File: src/include/hbd_pkg.sv
package hbd_pkg;
  localparam int IOQ_DEPTH = 4;
  localparam int ADDR_W = 32;
  localparam int DATA_W = 64;
  localparam int FIFO_DEPTH = 32;
  // phase-one request codes
  localparam logic [4:0] RQ_DEFER_REPLY = 5'h00;
  localparam logic [4:0] RQ_MEM_RDINV = 5'h02;
  localparam logic [4:0] RQ_MEM_CODE = 5'h04;
  localparam logic [4:0] RQ_MEM_WB = 5'h05;
  localparam logic [4:0] RQ_MEM_DATA = 5'h06;
  localparam logic [4:0] RQ_MEM_WR = 5'h07;
  localparam logic [4:0] RQ_SPECIAL = 5'h08;
  localparam logic [4:0] RQ_BTM = 5'h09;
  localparam logic [4:0] RQ_IO_RD = 5'h10;
  localparam logic [4:0] RQ_IO_WR = 5'h11;
  // phase-two sub-codes
  localparam logic [4:0] RQB_INTA = 5'h00;
  localparam logic [4:0] RQB_SPEC = 5'h01;
  localparam logic [1:0] SIZE_OK = 2'h0;
  // length field
  localparam logic [1:0] LEN_8 = 2'h0;
  localparam logic [1:0] LEN_16 = 2'h1;
  localparam logic [1:0] LEN_32 = 2'h2;
  // response codes
  localparam logic [2:0] RSP_IDLE = 3'h0;
  localparam logic [2:0] RSP_RETRY = 3'h1;
  localparam logic [2:0] RSP_DEFER = 3'h2;
  localparam logic [2:0] RSP_NODATA = 3'h5;
  localparam logic [2:0] RSP_IWB = 3'h6;
  localparam logic [2:0] RSP_DATA = 3'h7;
  // io config window (config address/data ports)
  localparam logic [15:0] IO_CFG_LO = 16'h0CF8;
  localparam logic [15:0] IO_CFG_HI = 16'h0CFF;

  typedef enum logic [2:0] {
    DST_NONE, DST_DRAM, DST_HUB, DST_CFG, DST_GFX, DST_SPEC
  } dest_t;

  typedef struct packed {
    logic [4:0] request_code_phase_one;
    logic [4:0] request_code_phase_two;
    logic [ADDR_W-1:0] addr;
    logic [7:0] byte_lane_enables;
  } host_req_t;

  typedef struct packed {
    dest_t dest;
    logic is_read;
    logic is_write;
    logic can_retry;
    logic can_defer;
    logic zero_len;
    logic no_data_capture;
    logic [1:0] transfer_length_field;
    logic [ADDR_W-1:0] addr;
    logic [7:0] byte_lane_enables;
  } txn_t;

  typedef struct packed {
    logic [2:0] response_status_code;
    logic [DATA_W-1:0] data;
    logic data_valid;
  } host_rsp_t;
endpackage

File: src/rtl/hbd_fifo.sv
`timescale 1ns/1ns
module hbd_fifo #(
  parameter int WIDTH = 64,
  parameter int DEPTH = 32
) (
  input wire logic clk_i,
  input wire logic nrst_i,
  input wire logic in_valid_i,
  output logic in_ready_o,
  input wire logic [WIDTH-1:0] in_data_i,
  output logic out_valid_o,
  input wire logic out_ready_i,
  output logic [WIDTH-1:0] out_data_o
);
  localparam int AW = $clog2(DEPTH);
  initial
  begin
    if (DEPTH < 2 || (1 << AW) != DEPTH)
      $error("fifo depth must be a power of two");
  end
  logic [WIDTH-1:0] mem [DEPTH];
  logic [AW:0] wp_q, rp_q;
  wire push = in_valid_i && in_ready_o;
  wire pop = out_valid_o && out_ready_i;
  assign in_ready_o = (wp_q - rp_q) != (AW+1)'(DEPTH);
  assign out_valid_o = wp_q != rp_q;
  assign out_data_o = mem[rp_q[AW-1:0]];
  always_ff @(posedge clk_i)
  begin
    if (push)
      mem[wp_q[AW-1:0]] <= in_data_i;
  end
  always_ff @(posedge clk_i or negedge nrst_i)
  begin
    if (!nrst_i)
    begin
      wp_q <= '0;
      rp_q <= '0;
    end
    else
    begin
      if (push)
        wp_q <= wp_q + 1'b1;
      if (pop)
        rp_q <= rp_q + 1'b1;
    end
  end
endmodule // hbd_fifo

File: src/rtl/host_bus_transaction_decoder.sv
`timescale 1ns/1ns
module host_bus_transaction_decoder
  import hbd_pkg::*;
#(
  parameter int DEPTH = IOQ_DEPTH,
  parameter int BUF_DEPTH = FIFO_DEPTH
) (
  input wire logic clk_i,
  input wire logic nrst_i,
  // request phase
  input wire logic req_valid_i,
  output logic req_ready_o,
  input wire host_req_t req_i,
  // address map context
  input wire logic [ADDR_W-1:0] dram_top_i,
  input wire logic [ADDR_W-1:0] gfx_base_i,
  input wire logic [ADDR_W-1:0] gfx_mask_i,
  input wire logic lock_i,
  input wire logic snoop_hitm_i,
  // resource side: hub link busy -> retry, slow target -> defer
  input wire logic hub_busy_i,
  input wire logic defer_en_i,
  // dispatch to targets
  output logic disp_valid_o,
  input wire logic disp_ready_i,
  output txn_t disp_o,
  // read data returned by target
  input wire logic rdata_valid_i,
  output logic rdata_ready_o,
  input wire logic [DATA_W-1:0] rdata_i,
  // deferred completion from the target
  input wire logic defer_done_i,
  output logic defer_reply_o,
  // response phase
  output host_rsp_t rsp_o,
  output logic bad_size_o
);
  initial
  begin
    if (DEPTH != 4)
      $error("in-order queue depth must be 4");
  end

  localparam int PW = $clog2(DEPTH);
  txn_t q_mem [DEPTH];
  logic [PW:0] wp_q, rp_q;
  logic [PW:0] cnt;
  host_rsp_t rsp_q;
  logic defer_reply_q, bad_size_q, defer_pend_q;
  logic buf_valid, buf_ready;
  logic [DATA_W-1:0] buf_data;
  txn_t dec, head;
  logic in_gfx, io_cfg, push, retire, head_data_wait, mem_code;

  assign cnt = wp_q - rp_q;
  assign req_ready_o = cnt != (PW+1)'(DEPTH);
  assign push = req_valid_i && req_ready_o;
  assign head = q_mem[rp_q[PW-1:0]];

  // address decode
  assign in_gfx = (req_i.addr & gfx_mask_i) == gfx_base_i;
  assign io_cfg = req_i.addr[15:0] >= IO_CFG_LO &&
    req_i.addr[15:0] <= IO_CFG_HI;
  // address size only applies to memory codes; special and trace use 01
  assign mem_code = !req_i.request_code_phase_one[4] &&
    req_i.request_code_phase_one[2:0] inside {3'h2, 3'h4, 3'h5, 3'h6, 3'h7};

  always_comb
  begin
    dec = '0;
    dec.addr = req_i.addr;
    dec.byte_lane_enables = req_i.byte_lane_enables;
    dec.transfer_length_field = req_i.request_code_phase_two[1:0];
    dec.zero_len = req_i.request_code_phase_two[1:0] == LEN_8 &&
      req_i.byte_lane_enables == 8'h00;
    unique case (req_i.request_code_phase_one)
      RQ_MEM_RDINV, RQ_MEM_DATA, RQ_MEM_CODE:
      begin
        dec.is_read = 1'b1;
        if (req_i.addr < dram_top_i)
          dec.dest = DST_DRAM;
        else if (in_gfx)
          dec.dest = DST_GFX;
        else
          dec.dest = DST_HUB;
      end
      RQ_MEM_WB:
      begin
        dec.is_write = 1'b1;
        dec.dest = DST_DRAM;
      end
      RQ_MEM_WR:
      begin
        dec.is_write = 1'b1;
        if (req_i.addr < dram_top_i)
          dec.dest = DST_DRAM;
        else if (in_gfx)
          dec.dest = DST_GFX;
        else
          dec.dest = DST_HUB;
      end
      RQ_IO_RD, RQ_IO_WR:
      begin
        dec.is_read = req_i.request_code_phase_one == RQ_IO_RD;
        dec.is_write = !dec.is_read;
        dec.dest = io_cfg ? DST_CFG : DST_HUB;
      end
      RQ_SPECIAL:
      begin
        if (req_i.request_code_phase_two == RQB_INTA)
        begin
          dec.is_read = 1'b1;
          dec.dest = DST_HUB;
        end
        else
          dec.dest = DST_SPEC;
      end
      RQ_BTM:
        dec.no_data_capture = 1'b1;
      default:
        dec.dest = DST_NONE;
    endcase
    // retry: hub reads/writes and locked DRAM reads only
    dec.can_retry = (dec.dest == DST_HUB && (dec.is_read || dec.is_write))
      || (dec.dest == DST_DRAM && dec.is_read && lock_i);
    dec.can_defer = dec.is_read && (dec.dest == DST_HUB ||
      dec.dest == DST_GFX) ||
      (dec.dest inside {DST_HUB, DST_GFX} && dec.is_write &&
      req_i.request_code_phase_one == RQ_IO_WR);
  end

  always_ff @(posedge clk_i)
  begin
    if (push)
      q_mem[wp_q[PW-1:0]] <= dec;
  end

  // size fields must be 00; length 11 is reserved
  always_ff @(posedge clk_i or negedge nrst_i)
  begin
    if (!nrst_i)
      bad_size_q <= 1'b0;
    else
      bad_size_q <= push && (
        mem_code &&
        req_i.request_code_phase_one[4:3] != SIZE_OK ||
        req_i.request_code_phase_two[4:3] != SIZE_OK ||
        (dec.is_read || dec.is_write) &&
        req_i.request_code_phase_two[1:0] == 2'h3);
  end
  assign bad_size_o = bad_size_q;

  // read data waits in the buffer for its response phase
  hbd_fifo #(.WIDTH(DATA_W), .DEPTH(BUF_DEPTH)) u_rbuf (
    .clk_i(clk_i),
    .nrst_i(nrst_i),
    .in_valid_i(rdata_valid_i),
    .in_ready_o(rdata_ready_o),
    .in_data_i(rdata_i),
    .out_valid_o(buf_valid),
    .out_ready_i(buf_ready),
    .out_data_o(buf_data)
  );

  // head needs data unless it is retried, deferred or data-less
  assign head_data_wait = head.is_read && !head.zero_len &&
    !(head.can_retry && hub_busy_i) && !(head.can_defer && defer_en_i);
  assign disp_valid_o = cnt != '0;
  assign disp_o = head;
  assign retire = disp_valid_o && disp_ready_i &&
    (!head_data_wait || buf_valid);
  assign buf_ready = retire && head_data_wait;

  always_ff @(posedge clk_i or negedge nrst_i)
  begin
    if (!nrst_i)
    begin
      wp_q <= '0;
      rp_q <= '0;
    end
    else
    begin
      if (push)
        wp_q <= wp_q + 1'b1;
      if (retire)
        rp_q <= rp_q + 1'b1;
    end
  end

  // response code, one cycle per retired transaction
  always_ff @(posedge clk_i or negedge nrst_i)
  begin
    if (!nrst_i)
      rsp_q <= '0;
    else
    begin
      rsp_q <= '0;
      if (retire)
      begin
        if (head.can_retry && hub_busy_i)
          rsp_q.response_status_code <= RSP_RETRY;
        else if (head.can_defer && defer_en_i)
          rsp_q.response_status_code <= RSP_DEFER;
        else if (snoop_hitm_i)
          rsp_q.response_status_code <= RSP_IWB;
        else if (head_data_wait)
        begin
          rsp_q.response_status_code <= RSP_DATA;
          rsp_q.data <= buf_data;
          rsp_q.data_valid <= 1'b1;
        end
        else
          rsp_q.response_status_code <= RSP_NODATA;
      end
    end
  end
  assign rsp_o = rsp_q;

  // deferred reply issued once target completes; set wins over clear
  always_ff @(posedge clk_i or negedge nrst_i)
  begin
    if (!nrst_i)
    begin
      defer_pend_q <= 1'b0;
      defer_reply_q <= 1'b0;
    end
    else
    begin
      defer_reply_q <= defer_pend_q && defer_done_i;
      if (retire && head.can_defer && defer_en_i &&
          !(head.can_retry && hub_busy_i))
        defer_pend_q <= 1'b1;
      else if (defer_done_i)
        defer_pend_q <= 1'b0;
    end
  end
  assign defer_reply_o = defer_reply_q;

  queue_bound_a: assert property (@(posedge clk_i) disable iff (!nrst_i)
    cnt <= (PW+1)'(DEPTH)) else $error("queue overflow");
  full_stall_a: assert property (@(posedge clk_i) disable iff (!nrst_i)
    cnt == (PW+1)'(DEPTH) |-> !req_ready_o)
    else $error("accepted while full");
  order_step_a: assert property (@(posedge clk_i) disable iff (!nrst_i)
    retire |=> rp_q == $past(rp_q) + 1'b1)
    else $error("queue not in order");
  wb_noretry_a: assert property (@(posedge clk_i) disable iff (!nrst_i)
    retire && head.dest == DST_DRAM && head.is_write |=>
    rsp_o.response_status_code != RSP_RETRY)
    else $error("dram write retried");
  rsp_legal_a: assert property (@(posedge clk_i) disable iff (!nrst_i)
    rsp_o.response_status_code != 3'h4 && rsp_o.response_status_code != 3'h3)
    else $error("illegal response code");
  idle_zero_a: assert property (@(posedge clk_i) disable iff (!nrst_i)
    !retire |=> rsp_o.response_status_code == RSP_IDLE)
    else $error("response not idle");
  data_with_a: assert property (@(posedge clk_i) disable iff (!nrst_i)
    rsp_o.data_valid == (rsp_o.response_status_code == RSP_DATA))
    else $error("data without normal response");
  write_nodata_a: assert property (@(posedge clk_i) disable iff (!nrst_i)
    retire && head.is_write && !hub_busy_i && !defer_en_i && !snoop_hitm_i
    |=> rsp_o.response_status_code == RSP_NODATA)
    else $error("write without no-data response");
  cfg_local_a: assert property (@(posedge clk_i) disable iff (!nrst_i)
    push && dec.dest == DST_CFG |-> !dec.can_retry && !dec.can_defer)
    else $error("config access sent out");
endmodule // host_bus_transaction_decoder

File: config.mk
export PLATFORM = sky130hd
export DESIGN_NAME = host_bus_transaction_decoder
export DESIGN_NICKNAME = d
export VERILOG_FILES = /design/src/include/hbd_pkg.sv /design/src/rtl/hbd_fifo.sv /design/src/rtl/host_bus_transaction_decoder.sv
export SDC_FILE = /design/constraint.sdc
export NUM_CORES = 2
export LEC_CHECK = 0
export ABC_AREA = 0
export BUFFER_PORTS_ARGS = -buffer_cell sky130_fd_sc_hd__buf_2
export CAP_MARGIN = 20
export CORE_MARGIN = 10
export CORE_UTILIZATION = 49
export DETAILED_ROUTE_END_ITERATION = 10
export PLACE_DENSITY = 0.66
export SLEW_MARGIN = 20
export SYNTH_ARGS = -nofsm -noshare
export SYNTH_HDL_FRONTEND = slang
export SYNTH_SLANG_ARGS = --single-unit
export TNS_END_PERCENT = 20
File: constraint.sdc
create_clock -name clk_i -period 13.8 [get_ports clk_i]
set_input_delay 3.45 -clock clk_i [delete_from_list [all_inputs] [get_ports clk_i]]
set_output_delay 3.45 -clock clk_i [all_outputs]
set_load 0.02 [all_outputs]
==> impl_metrics.py <==
metrics = {
    "run_status": {
        "status": "finished, final reports clean",
    },
    "clocking": {
        "post_cts_resized": 0,
        "tritoncts": "yes",
        "cts_hold_buf": 0,
        "numCtsBuffers": 222,
        "cts_root_buf": "clkbuf_16",
        "postCtsSetupRepairBufs": 0,
        "cts.reportedPaths.clkPinSlew_ps": 60,
        "clk_latency_ps": 860,
        "htreeDepth": 4,
        "numClockSinks": 2341,
        "clockBufferDepth": 3,
    },
    "setup_path": {
        "required_ps": 10350,
        "reg2reg_slack_ps": 8140,
        "critical_path_arrival_ps": 4170,
        "crit_type": "register to output port",
        "cp-end-kind": "output port",
        "r2r_start": "u_rbuf.rp_q[1]$_DFFE_PN0P_",
        "r2r-end": "u_rbuf.mem[26][39]$_DFFE_PP_",
        "reg2reg_depth": 10,
        "worstPathMaxFanout": 59,
        "setup.worst_path.start_class": "register",
    },
    "hold_path": {
        "hold_class": "register to register",
        "holdCritStartpoint": "wp_q[2]$_DFFE_PN0P_",
        "min_path_cells": 1,
        "holdPathEnd": "wp_q[2]$_DFFE_PN0P_",
    },
    "grt": {
        "antenna_found_initial": 35,
        "grt_usage": 0.2180,
        "grt_pass1_vias": 42739,
        "grt_pass1_wl_microns": 315800,
        "grt_max_degree": 174,
        "overflow": 0,
    },
    "power": {
        "ir_worst_vdd_mv": 0.1658,
        "power_mw": 20.05,
        "power_density_nw_per_um2": 196.7,
        "p_leak_nw": 32.99,
    },
    "finish": {
        "fin_cells": 6848,
        "layout.nets": 4530,
        "layout-drive-gt1-share": 0.3350,
        "area_growth_pct": 13.70,
    },
    "place": {
        "port_buffers": 343,
        "placed_cells": 6406,
        "gp_congestion": 0.9914,
        "dpl.hpwl_microns": 127700,
    },
    "timing": {
        "setup_viol": 0,
        "worstMarginPinSlew_ps": 1263,
        "fmax_mhz": 131.2,
        "relSlewSlack": 0.1580,
        "finalSetupTns_ps": 0,
        "rsz0062_at_grt": "false",
        "drv_slew": 0,
        "post-route-min-period_ps": 7624,
        "post-route-period-util": 0.5525,
        "timing_hold_violations_final": 0,
        "final.setup_skew_ps": 43.50,
    },
    "synth": {
        "yosysTopAreaCell": "edfxtp_1",
        "synth_most_common_cell": "edfxtp_1",
        "synth_area_leaders": "edfxtp_1, mux4_2, dfrtp_1",
        "ys.flop_type": "edfxtp_1",
        "ys_types": 51,
        "synth_commonest_cells": "edfxtp_1, mux4_2, nand2_1, clkbuf_1, a21oi_1",
        "ys_warn_count": 0,
        "ys_async_sr_fraction": 0.03802,
        "yosysSeqAreaShare": 0.7791,
        "synthCells": 3808,
        "yosys_register_bits": 2341,
        "netlist_area_sq_um": 89650,
        "synth_top_area_share": 0.7543,
        "synth-edff-count": 2252,
        "syn_nets": 4076,
        "post_synth.cell_area_avg_sq_um": 23.54,
    },
    "floorplan": {
        "io_pins": 344,
        "dieArea_sq_um": 200500,
        "dieWidth_microns": 447.8,
        "die_h_microns": 447.8,
        "coreArea_sq_um": 181300,
        "start_util": 0.4944,
        "rows": 156,
    },
    "route": {
        "vias": 42178,
        "drt-total-wl_microns": 219000,
        "drt_iter0_drc": 4985,
        "vias_per_cell": 6.159,
        "routedWlPerCell_microns": 31.98,
        "drt-pass1-iter-count": 5,
        "post-route-drc-count": 0,
        "antenna_left": 0,
    },
    "flow_run": {
        "cap_violations": 0,
    },
}
[registers in the layout, summed over array words and instances (netlist names)]
name	count
rsp_o	68
q_mem	204
wp_q	3
rp_q	3
defer_reply_o	1
bad_size_o	1
defer_pend_q	1
u_rbuf.wp_q	6
u_rbuf.rp_q	6
u_rbuf.mem	2048
[report_power, final]
part / switching [mW] / internal (mW)
clock network: 2.64 / 3.47
registers: 0.258 / 8.42
logic: 2.87 / 2.40
total: 5.76 / 14.3
[logic make-up (layout without fill, tap and decap cells)]
kind of cell / Yosys count / count (layout) / synth area share
other: 0 / 18 / 0
multiplexers: 693 / 693 / 0.1738
adder cells (fa/ha/maj): 49 / 49 / 0.006810
flip-flops: 2341 / 2341 / 0.7791
AO/OA/AOI/OAI: 164 / 164 / 0.01121
XOR/XNOR: 20 / 20 / 0.001954
buffers and inverters: 230 / 882 / 0.01072
AND/OR/NAND/NOR: 311 / 311 / 0.01637
[metal layers]
layer | vias to the layer above | wire (microns) | track usage
met4 | 8 | 4970 | 0.05461
met5 | - | 59 | 0
met2 | 1900 | 107600 | 0.3522
li1 | 17149 | - | -
met1 | 22835 | 88610 | 0.3078
met3 | 286 | 17780 | 0.04417
[worst max-delay path, stage by stage, from the launching register on]
cell and delay (ps):
dfrtp_4 1040, inv_1 160, ha_1 380, nor2b_1 140
o21a_1 180, or4b_2 610, a21oi_1 190, o2111ai_2 270
buf_2 330
[stage by stage]
stage          hold slack, ps    util  worst slack, ps  area (sq um)
3_5_place_dp            474.5  0.5209             7064         94460
6_report                484.6  0.5621             6176        101900
2_1_floorplan           458.4       -             6613         89650
5_1_grt                 499.4  0.5620             5967        101900
3_3_place_gp            469.1  0.5206             7030         94400
4_1_cts                 487.5  0.5616             6135        101800
[worst max path at each step]
stage,from,endpoint,slack [ps],cells past startpoint
finish,u_rbuf.rp_q[1]$_DFFE_PN0P_,rdata_ready_o,6180,8
global route,u_rbuf.rp_q[1]$_DFFE_PN0P_,rdata_ready_o,5970,8
floorplan,rdata_valid_i,u_rbuf.mem[19][0]$_DFFE_PP_,6610,3
global placement,u_rbuf.rp_q[1]$_DFFE_PN0P_,rdata_ready_o,7030,8
CTS,u_rbuf.rp_q[1]$_DFFE_PN0P_,rdata_ready_o,6130,8
detailed placement,u_rbuf.rp_q[1]$_DFFE_PN0P_,rdata_ready_o,7060,8
[final cells by class]
type | count | area, sq um
sequential | 2341 | 69870
inverter | 47 | 186.4
fill | 13092 | 79400
multi-input combinational | 1237 | 19100
antenna | 18 | 45.04
clock inverter | 136 | 1428
timing repair buffer | 413 | 2391
tap | 2370 | 2965
clock buffer | 286 | 5947
[cell usage in the layout, fill, tap and decap left out, types with 32 or more instances in the layout]
cell type and n:
buf_4 61, dfrtp_1 83, inv_1 44, mux4_2 691
edfxtp_1 2252, clkinv_2 39, clkinv_1 43, ha_1 48
buf_2 342, nor2_4 32, nand2_1 153, clkbuf_16 223
a21oi_1 90, clkbuf_1 50
(Power assumes the default switching activity.)
